$ cat config.mk
export PLATFORM = sky130hd
export DESIGN_NAME = amctl_mode_ctrl
export DESIGN_NICKNAME = d
export VERILOG_FILES = /design/src/rtl/amctl_pkg.sv /design/src/rtl/amctl_hold_timer.sv /design/src/rtl/amctl_mode_ctrl.sv
export VERILOG_INCLUDE_DIRS = /design/src /design/src/rtl
export SDC_FILE = /design/constraint.sdc
export NUM_CORES = 1
export LEC_CHECK = 0
export BUFFER_PORTS_ARGS = -buffer_cell sky130_fd_sc_hd__buf_2
export CORE_MARGIN = 2
export CORE_UTILIZATION = 64
export CTS_CLUSTER_DIAMETER = 150
export CTS_CLUSTER_SIZE = 28
export DETAILED_ROUTE_END_ITERATION = 8
export GPL_ROUTABILITY_DRIVEN = 0
export PLACE_DENSITY = 0.87
export SLEW_MARGIN = 25
export SYNTH_ARGS = -nofsm -noshare
export SYNTH_HDL_FRONTEND = slang
export SYNTH_SLANG_ARGS = --single-unit
$ cat constraint.sdc
create_clock -name clk_i -period 10.7 [get_ports clk_i]
set_clock_uncertainty 0.1 [all_clocks]
set_input_delay 1.605 -clock clk_i [delete_from_list [all_inputs] [get_ports clk_i]]
set_output_delay 1.605 -clock clk_i [all_outputs]
set_load 0.05 [all_outputs]
$ cat src/rtl/amctl_defines.svh
`ifndef AMCTL_DEFINES_SVH
`define AMCTL_DEFINES_SVH

// value scale: signed tenths of a percent
`define AMCTL_MV_W          12
`define AMCTL_MV_MIN_STD    12'shFCE
`define AMCTL_MV_MIN_HC     12'shBE6
`define AMCTL_MV_MAX        12'sh41A
`define AMCTL_MV_FULL       12'sh3E8
`define AMCTL_MV_ZERO       12'sh000
`define AMCTL_MV_STEP       12'sh001

// timing
`define AMCTL_CLK_HZ        40000000
`define AMCTL_TICK_MS       1
`define AMCTL_TICK_CYC      ((`AMCTL_CLK_HZ / 1000) * `AMCTL_TICK_MS)
`define AMCTL_HOLD_ENTER_MS 3000
`define AMCTL_HOLD_EXIT_MS  1000
`define AMCTL_HOLD_FKEY_MS  1000
`define AMCTL_HOLD_INIT_MS  3000
`define AMCTL_RAMP_MS       1

// advanced level access code, -169
`define AMCTL_ADV_CODE      12'shF57

`endif

$ cat src/rtl/amctl_pkg.sv
package amctl_pkg;

  typedef enum logic [1:0] {
    AMCTL_CTL_STD,
    AMCTL_CTL_HC,
    AMCTL_CTL_POS
  } amctl_ctl_e;

  typedef enum logic [1:0] {
    AMCTL_VALVE_CLOSE,
    AMCTL_VALVE_HOLD,
    AMCTL_VALVE_OPEN
  } amctl_valve_e;

  typedef enum logic [2:0] {
    AMCTL_SCR_OPER,
    AMCTL_SCR_SWITCH,
    AMCTL_SCR_MANUAL,
    AMCTL_SCR_INIT,
    AMCTL_SCR_ADV,
    AMCTL_SCR_OTHER
  } amctl_scr_e;

endpackage

$ cat src/rtl/amctl_hold_timer.sv
`timescale 1ns/10ps
`include "amctl_defines.svh"

module amctl_hold_timer #(
  parameter int unsigned HOLD_MS = 1000
) (
  input  wire logic clk_i,
  input  wire logic rst_b_i,
  input  wire logic tick_i,
  input  wire logic key_i,
  output logic      done_o
);

  typedef struct packed {
    logic [15:0] cnt;
    logic        done;
  } amctl_hold_s;

  amctl_hold_s st_q;
  amctl_hold_s st_d;

  always_comb begin
    st_d      = st_q;
    st_d.done = 1'b0;
    if (!key_i) begin
      st_d.cnt = 16'h0000; // see [RULE23]
    end else if (tick_i && st_q.cnt != 16'hFFFF) begin
      st_d.cnt = st_q.cnt + 16'h0001;
      // one pulse as the hold threshold is crossed; key must be released to rearm
      st_d.done = (st_q.cnt + 16'h0001 == 16'(HOLD_MS));
    end
  end

  always_ff @(posedge clk_i or negedge rst_b_i) begin
    if (!rst_b_i) begin
      st_q <= '0;
    end else begin
      st_q <= st_d;
    end
  end

  assign done_o = st_q.done;
endmodule

$ cat src/rtl/amctl_mode_ctrl.sv
`timescale 1ns/10ps
`include "amctl_defines.svh"
// Function
// [RULE1] manual starts from last automatic output
// [RULE2] manual edits reach output at once
// [RULE3] manual only under pid control
// [RULE4] no display auto return in manual
// [RULE5] bumpless: hold old output, then ramp
// [RULE6] power loss in manual resumes manual
// [RULE7] floating/direct off: keys drive open/close
// [RULE8] pot error, no limit: 100/0 thresholds
// [RULE9] pot error, limit: match limits drive
// [RULE10] manual range by control type
// [RULE11] direct off: open, hold, close only
// [RULE12] limit enable clamps to output limits
// [RULE13] level key 3 s enters manual
// [RULE14] manual screen only; 1 s exits
// [RULE15] event input owns mode when assigned
// [RULE16] function key 1 s toggles mode
// [RULE17] manual needs select enable, default on
// [RULE18] manual beats reset; aborts autotune
// [RULE19] program timer keeps running in manual
// [RULE20] code -169 opens advanced level
// [RULE21] level key 3 s leaves operation level
// [RULE22] close/direct on: numeric manual output
// [RULE23] hold counters on millisecond tick

module amctl_mode_ctrl
  import amctl_pkg::*;
#(
  parameter int unsigned TICK_CYC = `AMCTL_TICK_CYC
) (
  input  wire logic                        clk_i,
  input  wire logic                        rst_b_i,
  input  wire logic                        level_key_i,
  input  wire logic                        function_key_i,
  input  wire logic                        up_key_i,
  input  wire logic                        down_key_i,
  input  wire logic                        manual_event_i,
  input  wire logic                        manual_event_function_i,
  input  wire logic                        function_key_am_i,
  input  wire logic                        manual_select_enable_i,
  input  wire logic                        pid_select_i,
  input  wire amctl_ctl_e                  ctl_type_i,
  input  wire logic                        floating_ctl_i,
  input  wire logic                        direct_pos_i,
  input  wire logic                        manual_limit_enable_i,
  input  wire logic                        pot_error_i,
  input  wire logic signed [`AMCTL_MV_W-1:0] mv_upper_i,
  input  wire logic signed [`AMCTL_MV_W-1:0] mv_lower_i,
  input  wire logic signed [`AMCTL_MV_W-1:0] auto_mv_i,
  input  wire logic                        retained_manual_i,
  input  wire logic signed [`AMCTL_MV_W-1:0] retained_mv_i,
  input  wire logic                        enter_code_i,
  input  wire logic signed [`AMCTL_MV_W-1:0] code_i,
  input  wire amctl_scr_e                  panel_scr_i,
  input  wire logic                        program_run_i,
  output logic                             manual_o,
  output logic signed [`AMCTL_MV_W-1:0]    process_manual_value_o,
  output logic signed [`AMCTL_MV_W-1:0]    mv_out_o,
  output amctl_valve_e                     valve_sel_o,
  output logic                             open_o,
  output logic                             close_o,
  output logic                             disp_return_en_o,
  output logic                             switch_item_vis_o,
  output amctl_scr_e                       screen_o,
  output logic                             autotune_abort_o,
  output logic                             program_timer_run_o
);

  typedef logic signed [`AMCTL_MV_W-1:0] amctl_mv_t;

  typedef struct packed {
    logic [2:0]  lvl_s;
    logic [2:0]  fk_s;
    logic [2:0]  up_s;
    logic [2:0]  dn_s;
    logic [2:0]  ev_s;
    logic [15:0] tick_cnt;
    logic        tick;
    logic        restored;
    logic        manual;
    amctl_mv_t   man_mv;
    amctl_mv_t   mv_out;
    logic        ramp;
    amctl_valve_e valve;
    logic        open;
    logic        close;
    amctl_scr_e  scr;
    logic        abort;
  } amctl_mode_s;

  amctl_mode_s st_q;
  amctl_mode_s st_d;

  logic lvl_k;
  logic fk_k;
  logic up_k;
  logic dn_k;
  logic ev_k;
  logic hold_enter;
  logic hold_exit;
  logic hold_fkey;
  logic up_edge;
  logic dn_edge;
  amctl_mv_t lo_lim;
  amctl_mv_t hi_lim;
  amctl_mv_t target;
  logic      may_manual;
  logic      go_manual;
  logic      go_auto;
  logic      valve_mode;

  // pins synchronised through the first two stages before use
  assign lvl_k = st_q.lvl_s[1];
  assign fk_k  = st_q.fk_s[1];
  assign up_k  = st_q.up_s[1];
  assign dn_k  = st_q.dn_s[1];
  assign ev_k  = st_q.ev_s[1];
  assign up_edge = st_q.up_s[1] & ~st_q.up_s[2];
  assign dn_edge = st_q.dn_s[1] & ~st_q.dn_s[2];

  amctl_hold_timer #(.HOLD_MS(`AMCTL_HOLD_ENTER_MS)) u_hold_enter (
    .clk_i   (clk_i),
    .rst_b_i (rst_b_i),
    .tick_i  (st_q.tick),
    .key_i   (lvl_k),
    .done_o  (hold_enter)
  );

  amctl_hold_timer #(.HOLD_MS(`AMCTL_HOLD_EXIT_MS)) u_hold_exit (
    .clk_i   (clk_i),
    .rst_b_i (rst_b_i),
    .tick_i  (st_q.tick),
    .key_i   (lvl_k),
    .done_o  (hold_exit)
  );

  amctl_hold_timer #(.HOLD_MS(`AMCTL_HOLD_FKEY_MS)) u_hold_fkey (
    .clk_i   (clk_i),
    .rst_b_i (rst_b_i),
    .tick_i  (st_q.tick),
    .key_i   (fk_k),
    .done_o  (hold_fkey)
  );

  assign valve_mode = (ctl_type_i == AMCTL_CTL_POS) && (floating_ctl_i || !direct_pos_i);

  always_comb begin
    if (manual_limit_enable_i) begin
      lo_lim = mv_lower_i; // see [RULE12]
      hi_lim = mv_upper_i;
    end else begin
      lo_lim = (ctl_type_i == AMCTL_CTL_HC) ? `AMCTL_MV_MIN_HC : `AMCTL_MV_MIN_STD; // see [RULE10]
      hi_lim = `AMCTL_MV_MAX; // see [RULE11]
    end
  end

  // manual also needs the select enable and pid mode
  assign may_manual = pid_select_i && manual_select_enable_i; // see [RULE3] see [RULE17]

  always_comb begin
    go_manual = 1'b0;
    go_auto   = 1'b0;
    if (manual_event_function_i) begin
      go_manual = ev_k && !st_q.manual; // see [RULE15]
      go_auto   = !ev_k && st_q.manual;
    end else if (!st_q.manual) begin
      go_manual = (hold_enter && st_q.scr == AMCTL_SCR_SWITCH) || // see [RULE13]
                  (hold_fkey && function_key_am_i && st_q.scr != AMCTL_SCR_INIT &&
                   st_q.scr != AMCTL_SCR_ADV); // see [RULE16]
    end else begin
      go_auto = hold_exit || (hold_fkey && function_key_am_i); // see [RULE14]
    end
    go_manual = go_manual && may_manual;
  end

  always_comb begin
    st_d          = st_q;
    st_d.lvl_s    = {st_q.lvl_s[1:0], level_key_i};
    st_d.fk_s     = {st_q.fk_s[1:0], function_key_i};
    st_d.up_s     = {st_q.up_s[1:0], up_key_i};
    st_d.dn_s     = {st_q.dn_s[1:0], down_key_i};
    st_d.ev_s     = {st_q.ev_s[1:0], manual_event_i};
    st_d.abort    = 1'b0;
    st_d.restored = 1'b1;
    target        = st_q.manual ? st_q.man_mv : auto_mv_i;
    // ms tick for hold timers and ramp pacing
    if (st_q.tick_cnt == 16'(TICK_CYC - 1)) begin
      st_d.tick_cnt = 16'h0000; // see [RULE23]
      st_d.tick     = 1'b1;
    end else begin
      st_d.tick_cnt = st_q.tick_cnt + 16'h0001;
      st_d.tick     = 1'b0;
    end
    if (!st_q.restored && retained_manual_i && may_manual) begin
      st_d.manual = 1'b1; // see [RULE6]
      st_d.man_mv = retained_mv_i;
      st_d.mv_out = retained_mv_i;
      st_d.scr    = AMCTL_SCR_MANUAL;
    end else if (go_manual) begin
      st_d.manual = 1'b1;
      st_d.man_mv = st_q.mv_out; // see [RULE1]
      st_d.ramp   = 1'b0;
      st_d.scr    = AMCTL_SCR_MANUAL;
      st_d.abort  = 1'b1; // see [RULE18]
    end else if (go_auto) begin
      st_d.manual = 1'b0;
      st_d.ramp   = 1'b1; // see [RULE5]
      st_d.scr    = AMCTL_SCR_OPER;
    end else if (st_q.manual) begin
      st_d.scr = AMCTL_SCR_MANUAL; // see [RULE14]
      if (!valve_mode) begin
        // numeric edit, one step per key press
        if (up_edge && st_q.man_mv < hi_lim) begin
          st_d.man_mv = st_q.man_mv + `AMCTL_MV_STEP; // see [RULE22]
        end else if (dn_edge && st_q.man_mv > lo_lim) begin
          st_d.man_mv = st_q.man_mv - `AMCTL_MV_STEP;
        end
      end
      if (st_q.man_mv > hi_lim) begin
        st_d.man_mv = hi_lim; // see [RULE12]
      end else if (st_q.man_mv < lo_lim) begin
        st_d.man_mv = lo_lim;
      end
      st_d.mv_out = st_q.man_mv; // see [RULE2] see [RULE18]
    end else begin
      if (lvl_k && st_q.scr == AMCTL_SCR_OPER && hold_enter) begin
        st_d.scr = AMCTL_SCR_INIT; // see [RULE21]
      end else if (enter_code_i && code_i == `AMCTL_ADV_CODE &&
                   st_q.scr == AMCTL_SCR_INIT) begin
        st_d.scr = AMCTL_SCR_ADV; // see [RULE20]
      end else if (st_q.scr != AMCTL_SCR_INIT && st_q.scr != AMCTL_SCR_ADV) begin
        st_d.scr = panel_scr_i;
      end
      // ramp at one step per tick; no step on the switching cycle itself
      if (st_q.ramp) begin
        if (st_q.tick) begin
          if (st_q.mv_out < target) begin
            st_d.mv_out = st_q.mv_out + `AMCTL_MV_STEP; // see [RULE5]
          end else if (st_q.mv_out > target) begin
            st_d.mv_out = st_q.mv_out - `AMCTL_MV_STEP;
          end else begin
            st_d.ramp = 1'b0;
          end
        end
      end else begin
        st_d.mv_out = auto_mv_i;
      end
    end
    // valve drive
    st_d.open  = 1'b0;
    st_d.close = 1'b0;
    st_d.valve = AMCTL_VALVE_HOLD;
    if (st_q.manual && ctl_type_i == AMCTL_CTL_POS) begin
      if (pot_error_i && manual_limit_enable_i) begin
        st_d.open  = (st_q.man_mv == mv_upper_i); // see [RULE9]
        st_d.close = (st_q.man_mv == mv_lower_i);
      end else if (pot_error_i) begin
        st_d.open  = (st_q.man_mv >= `AMCTL_MV_FULL); // see [RULE8]
        st_d.close = (st_q.man_mv <= `AMCTL_MV_ZERO);
      end else if (valve_mode) begin
        st_d.open  = up_k; // see [RULE7]
        st_d.close = dn_k && !up_k;
      end
      if (valve_mode) begin
        st_d.valve = st_d.open ? AMCTL_VALVE_OPEN : // see [RULE11]
                     st_d.close ? AMCTL_VALVE_CLOSE : AMCTL_VALVE_HOLD;
      end
    end
  end

  always_ff @(posedge clk_i or negedge rst_b_i) begin
    if (!rst_b_i) begin
      st_q       <= '0;
      st_q.valve <= AMCTL_VALVE_HOLD;
      st_q.scr   <= AMCTL_SCR_OPER;
    end else begin
      st_q <= st_d;
    end
  end

  always_ff @(posedge clk_i or negedge rst_b_i) begin
    if (!rst_b_i) begin
      disp_return_en_o    <= 1'b1;
      switch_item_vis_o   <= 1'b1;
      program_timer_run_o <= 1'b0;
    end else begin
      disp_return_en_o    <= !st_d.manual; // see [RULE4]
      switch_item_vis_o   <= !manual_event_function_i && manual_select_enable_i; // see [RULE15]
      program_timer_run_o <= program_run_i; // see [RULE19]
    end
  end

  assign manual_o               = st_q.manual;
  assign process_manual_value_o = st_q.man_mv;
  assign mv_out_o               = st_q.mv_out;
  assign valve_sel_o            = st_q.valve;
  assign open_o                 = st_q.open;
  assign close_o                = st_q.close;
  assign screen_o               = st_q.scr;
  assign autotune_abort_o       = st_q.abort;
endmodule

* After elaboration in Yosys (flattened, before gate mapping)
Index checks and enable logic that the tools add are counted.
Operators by class: mux-type cells 57, reductions and logical operators 42, equal/unequal tests 26, $add $sub $neg 8, bitwise logic cells 5, $lt $le $gt $ge 8
Operators by type and width (number):
- $mux W12 | 14
- $mux W17 | 4
- $add A16 B1 Y16 const B | 4
- $mux W16 | 3
- $ne A16 B16 Y1 const B | 3
- $gt A12 B12 Y1 | 3
- $lt A12 B12 Y1 | 3
- $eq A16 B10 Y1 const B | 2
- $mux W13 | 2
- $logic_and A1 B1 Y1 | 25
- $mux W25 | 1
- $add A12 B2 Y12 const B | 2
- $eq A12 B12 Y1 | 2
- $mux W24 | 1
- $sub A12 B2 Y12 const B | 2
- $mux W3 | 7
- $mux W1 | 17
- $eq A16 B12 Y1 const B | 1
- $eq A16 B16 Y1 const B | 1
- $eq A12 B9 Y1 const B | 1
- $ge A12 B11 Y1 const B | 1
- $le A12 B1 Y1 const B | 1
- $mux W2 | 6
- $mux W11 | 1
- other kinds (22) | 39
Word-level totals: bits of input ports 83, register bits after elaboration 118, output and inout port bits 36

* Depth between registers and ports, before layout
depth after elaboration 15, mapped depth 19, mapped depth without buffers 16

* Cells and area by module
A second synthesis with hierarchy kept.
Second synthesis, totals: cell total of the unflattened synthesis 1107, area total of the unflattened synthesis 9419.0 sq um
By module, submodules not included:
- amctl_mode_ctrl | sequential area each 1680.4 sq um, cells each 710, area each 5851.9 sq um, times used 1
- amctl_hold_timer (u_hold_enter) | sequential area each 425.4 sq um, cells each 145, area each 1265.0 sq um, times used 1
- amctl_hold_timer (u_hold_fkey) | sequential area each 425.4 sq um, cells each 130, area each 1178.6 sq um, times used 1
- amctl_hold_timer (u_hold_exit) | sequential area each 425.4 sq um, cells each 122, area each 1123.6 sq um, times used 1

* Worst setup path after synthesis
Ideal clock, no wire load.
path kind input-to-reg, from input manual_limit_enable_i, to register st_q, in the netlist process_manual_value_o[10], path slack 5078 ps, stages on the path 18, path buffers 2, required time 10471 ps, arrival 5393 ps, cell sequence clkbuf_1 inv_1 clkbuf_1 nor2_1 ha_1 nand4_1 a211o_1 and4b_1 a21oi_1 ha_1 a21oi_1 o2111ai_1 a31o_2 a21oi_1 xor2_1 mux2i_1 o21ai_0 a21oi_1
On the way: word-level cells in the longest chain between the ends 11, elaborated cells on any way between the ends 19, those cells by class order compare: 4; eq/ne: 1; mux: 10; reduce/logical: 4
Ends and longest elaborated chain:
- start: declaration | RTL line amctl_mode_ctrl.sv:47 | input wire logic manual_limit_enable_i,
- $mux W12 | RTL line amctl_mode_ctrl.sv:150 | if (manual_limit_enable_i) begin
- $lt A12 B12 Y1 | RTL line amctl_mode_ctrl.sv:215 | if (up_edge && st_q.man_mv < hi_lim) begin
- $logic_and A1 B1 Y1 | RTL line amctl_mode_ctrl.sv:215
- $mux W12 | RTL line amctl_mode_ctrl.sv:215
- $mux W12 | RTL line amctl_mode_ctrl.sv:213 | if (!valve_mode) begin
- $mux W12 | RTL line amctl_mode_ctrl.sv:223 | end else if (st_q.man_mv < lo_lim) begin
- $mux W12 | RTL line amctl_mode_ctrl.sv:221 | if (st_q.man_mv > hi_lim) begin
- $mux W12 | RTL line amctl_mode_ctrl.sv:211 | end else if (st_q.manual) begin
- $mux W24 | RTL line amctl_mode_ctrl.sv:207 | end else if (go_auto) begin
- $mux W13 | RTL line amctl_mode_ctrl.sv:201 | end else if (go_manual) begin
- $mux W25 | RTL line amctl_mode_ctrl.sv:196 | if (!st_q.restored && retained_manual_i && may_manual) begin
- end signal: assignment | RTL line amctl_mode_ctrl.sv:279 | st_q <= st_d;
- end: declaration | RTL line amctl_mode_ctrl.sv:93 | amctl_mode_s st_q;
Parallel ways exist; a longest one is shown, timed or not. The select of a mux whose other input is x is not followed. A chain may end at the register's enable or synchronous reset.

* Final worst setup path
Ends and elaborated chain as after synthesis.

==> impl_metrics.yaml <==
floorplan:
  dieArea_mm2: 0.0146
  die_y_um: 121
  core.rowCount: 42
  ios: 119
  core_area_mm2: 0.0133
  start_util_pct: 65.6
  die_x_um: 121
timing:
  final_hold_viol_count: 0
  slew_headroom_pct: 24.9
  min_period_over_period_pct: 51.2
  setup_tns_ns: 0
  period_minus_slack_ns: 5.48
  max_freq_mhz: 182
  finalSetupViolCount: 0
  drv_slew: 0
  rsz0062_at_grt: "false"
  worstMarginPinSlew_ns: 1.11
worst_setup_path:
  reg2reg_from: "manual_o"
  rr_worst_depth: 15
  worst_ep_arrival_time_ns: 5.67
  crit_type: "primary input to flop"
  slowest_delay_ns: 0.37
  worstSetupEndpointType: "flop"
  cp-startpoint: "manual_limit_enable_i"
  worstSetupStartpointType: "primary input"
  cpMaxStageDelayCell: "inv_1"
  crit_chain: "buf_2, inv_1, nor2_1, ha_1, nand4_1, a211o_1, and4b_1, a21oi_1, buf_4, ha_1, a21oi_1, o2111ai_1, a31o_2, a21oi_1, xor2_1, mux2i_1, o21ai_0, a21oi_1"
  worstPathRequired_ns: 10.89
  path_max_fanout: 18
  path_common_cell: "a21oi_1"
finish:
  nFillCells: 960
  syn2layout_area_growth_pct: 12.0
  utilization_pct: 73.4
  multi_input_area_mm2: 0.00527
  ff_latch_area_mm2: 0.00296
  final_nets: 1224
  drive_above_1_share_pct: 15.4
  antenna_cells: 0
synthesis:
  synth_cells: 1015
  netlist_top_cells_area: "dfrtp_1 (33%), ha_1 (7.8%), xnor2_1 (4.9%), xor2_1 (4.9%), nor2_1 (4.5%)"
  ys_ff_latch: 118
  synth-compound-area-share_pct: 16.7
  syn_area_mm2: 0.00872
  synth_xor_area_share_pct: 9.85
  synth_top_area_share_pct: 33.0
  ys_seq_area_share_pct: 33.9
  synth-simple-area-share_pct: 23.9
  ys.flop_type: "dfrtp_1"
  synth.distinct_cells: 74
  synth_top_family_by_area: "simple AND/OR/NAND/NOR gates"
  synthArstFlopShare_pct: 100
  syn_area_per_cell_um2: 8.59
  yosys.area_share.adder_pct: 7.98
  yosysMostFrequentCell: "dfrtp_1"
  syn_nets: 1153
  yosys_warnings: 0
  synth_edf_count: 0
  synthMuxAreaShare_pct: 1.91
  netlist_top_cells_count: "dfrtp_1 (115), nor2_1 (105), nand2_1 (94)"
  yosysTopAreaCell: "dfrtp_1"
clocking:
  insertion_delay_ns: 0.42
  ctsHoldBuffers: 0
  clk_pin_slew_ns: 0.05
  cts-resized-gates: 0
  cts_setup_buffers: 0
  cts_buffers: 17
  root_buffer: "clkbuf_16"
  cts.htree.levels: 4
  cts_sinks: 118
  cts_tree: "done"
  cts.path.max_buffers: 2
drt:
  routed_wl_mm: 23.6
  drtIter0Drc: 938
  drt_pass1_iterations: 6
  avgViaCountPerCell: 6.45
  drc: 0
  ant_nets: 0
  wl_per_cell_um: 18.5
  num_vias: 8216
grt:
  grt_pass1_vias: 7866
  gr-usage-all-layers_pct: 33.6
  gr-total-overflow: 0
  grt_pass1_wl_mm: 38.4
  grt_max_degree: 78
  antenna_found_initial: 1
status:
  status: "finished, final reports clean"
hold_path:
  hold_path_class: "flop to flop"
  hold_depth: 0
  hp-start: "st_d[59]"
placement:
  portBuffers: 118
  hpwl_mm: 16.5
power_and_ir_drop:
  irDropWorstVdd_v: 0.000151
  power_density_mw_per_mm2: 230
  p_leak_nw: 4.40
  total_power_mw: 2.25
flow_run:
  max-cap-violations: 0
==> cell usage in the layout (no fill, tap or decap), types with 20 or more instances in the layout <==
| cell type | n |
|---|---|
| dfrtp_1 | 115 |
| xnor2_1 | 49 |
| ha_1 | 54 |
| and2_1 | 20 |
| buf_2 | 117 |
| nand2_1 | 94 |
| o21ai_0 | 39 |
| nor2_1 | 105 |
| nand4_1 | 29 |
| nor3_1 | 22 |
| nand3_1 | 40 |
| xor2_1 | 49 |
| a21oi_1 | 63 |
| and3_1 | 20 |
| inv_1 | 28 |
==> registers in the layout, summed over array words and instances, names as in the netlist, 2 cells and up <==
signal                  count
u_hold_enter.st_q          16
st_q                       21
st_d                        6
process_manual_value_o     12
valve_sel_o                 2
mv_out_o                   12
u_hold_fkey.st_q           16
u_hold_exit.st_q           16
screen_o                    3
==> final cells by class <==
| class | count | share of cell area, % |
|---|---|---|
| inverter | 29 | 1.12 |
| timing repair buffer | 122 | 6.42 |
| tap | 176 | 2.26 |
| clock buffer | 28 | 5.50 |
| sequential | 118 | 30.3 |
| multi-input combinational | 798 | 54.0 |
| clock inverter | 3 | 0.410 |
==> through the flow <==
stage	std cells	hold WS [ns]	area, um2	worst slack (ns)
4_1_cts	1274	0.248	9750	5.33
3_3_place_gp	1243	0.234	9170	4.93
5_1_grt	1274	0.257	9760	4.92
6_report	1274	0.247	9760	5.22
3_5_place_dp	1243	0.236	9170	4.91
2_1_floorplan	1015	0.231	8720	5.08
==> routing by layer <==
layer	GRT usage, %	vias up	share of wire (%)
met5	0	-	0.055
met4	17.4	2	4.2
met1	43.1	3881	40
met2	53.3	465	47
li1	-	3772	-
met3	7.50	96	8.5
==> critical path: cells and delay by family <==
| family | cells | cell delay [ns] |
|---|---|---|
| adders and majority gates | 2 | 0.62 |
| and+or+nand+nor | 3 | 0.53 |
| buffers and inverters | 3 | 0.81 |
| AOI/OAI and AO/OA | 8 | 1.76 |
| muxes | 1 | 0.12 |
| xor gates and xnor gates | 1 | 0.21 |
==> cells by family (layout without fill, tap and decap cells) <==
family | after synthesis | in the layout
and+or+nand+nor | 409 | 409
other | 1 | 1
adders and majority gates | 55 | 55
xor gates and xnor gates | 98 | 98
AOI/OAI and AO/OA | 219 | 219
DFF | 118 | 118
buffers and inverters | 99 | 182
muxes | 16 | 16
==> worst paths after layout <==
kind,slack (ns),to
setup / recovery,5.22,process_manual_value_o[10]
hold / removal,0.25,st_d[60]
setup reg to reg,6.01,mv_out_o[10]
hold reg to reg,0.25,st_d[60]
max in group asynchronous,8.37,process_manual_value_o[9]
min in group asynchronous,1.06,lvl_k
==> where the power goes <==
group          total, mW  internal, mW  switching, mW
Sequential         0.641         0.490          0.151
Combinational       1.05         0.393          0.657
Clock              0.555         0.360          0.195
Total               2.25          1.24           1.00
No activity file was read; power rests on OpenSTA's default activity.
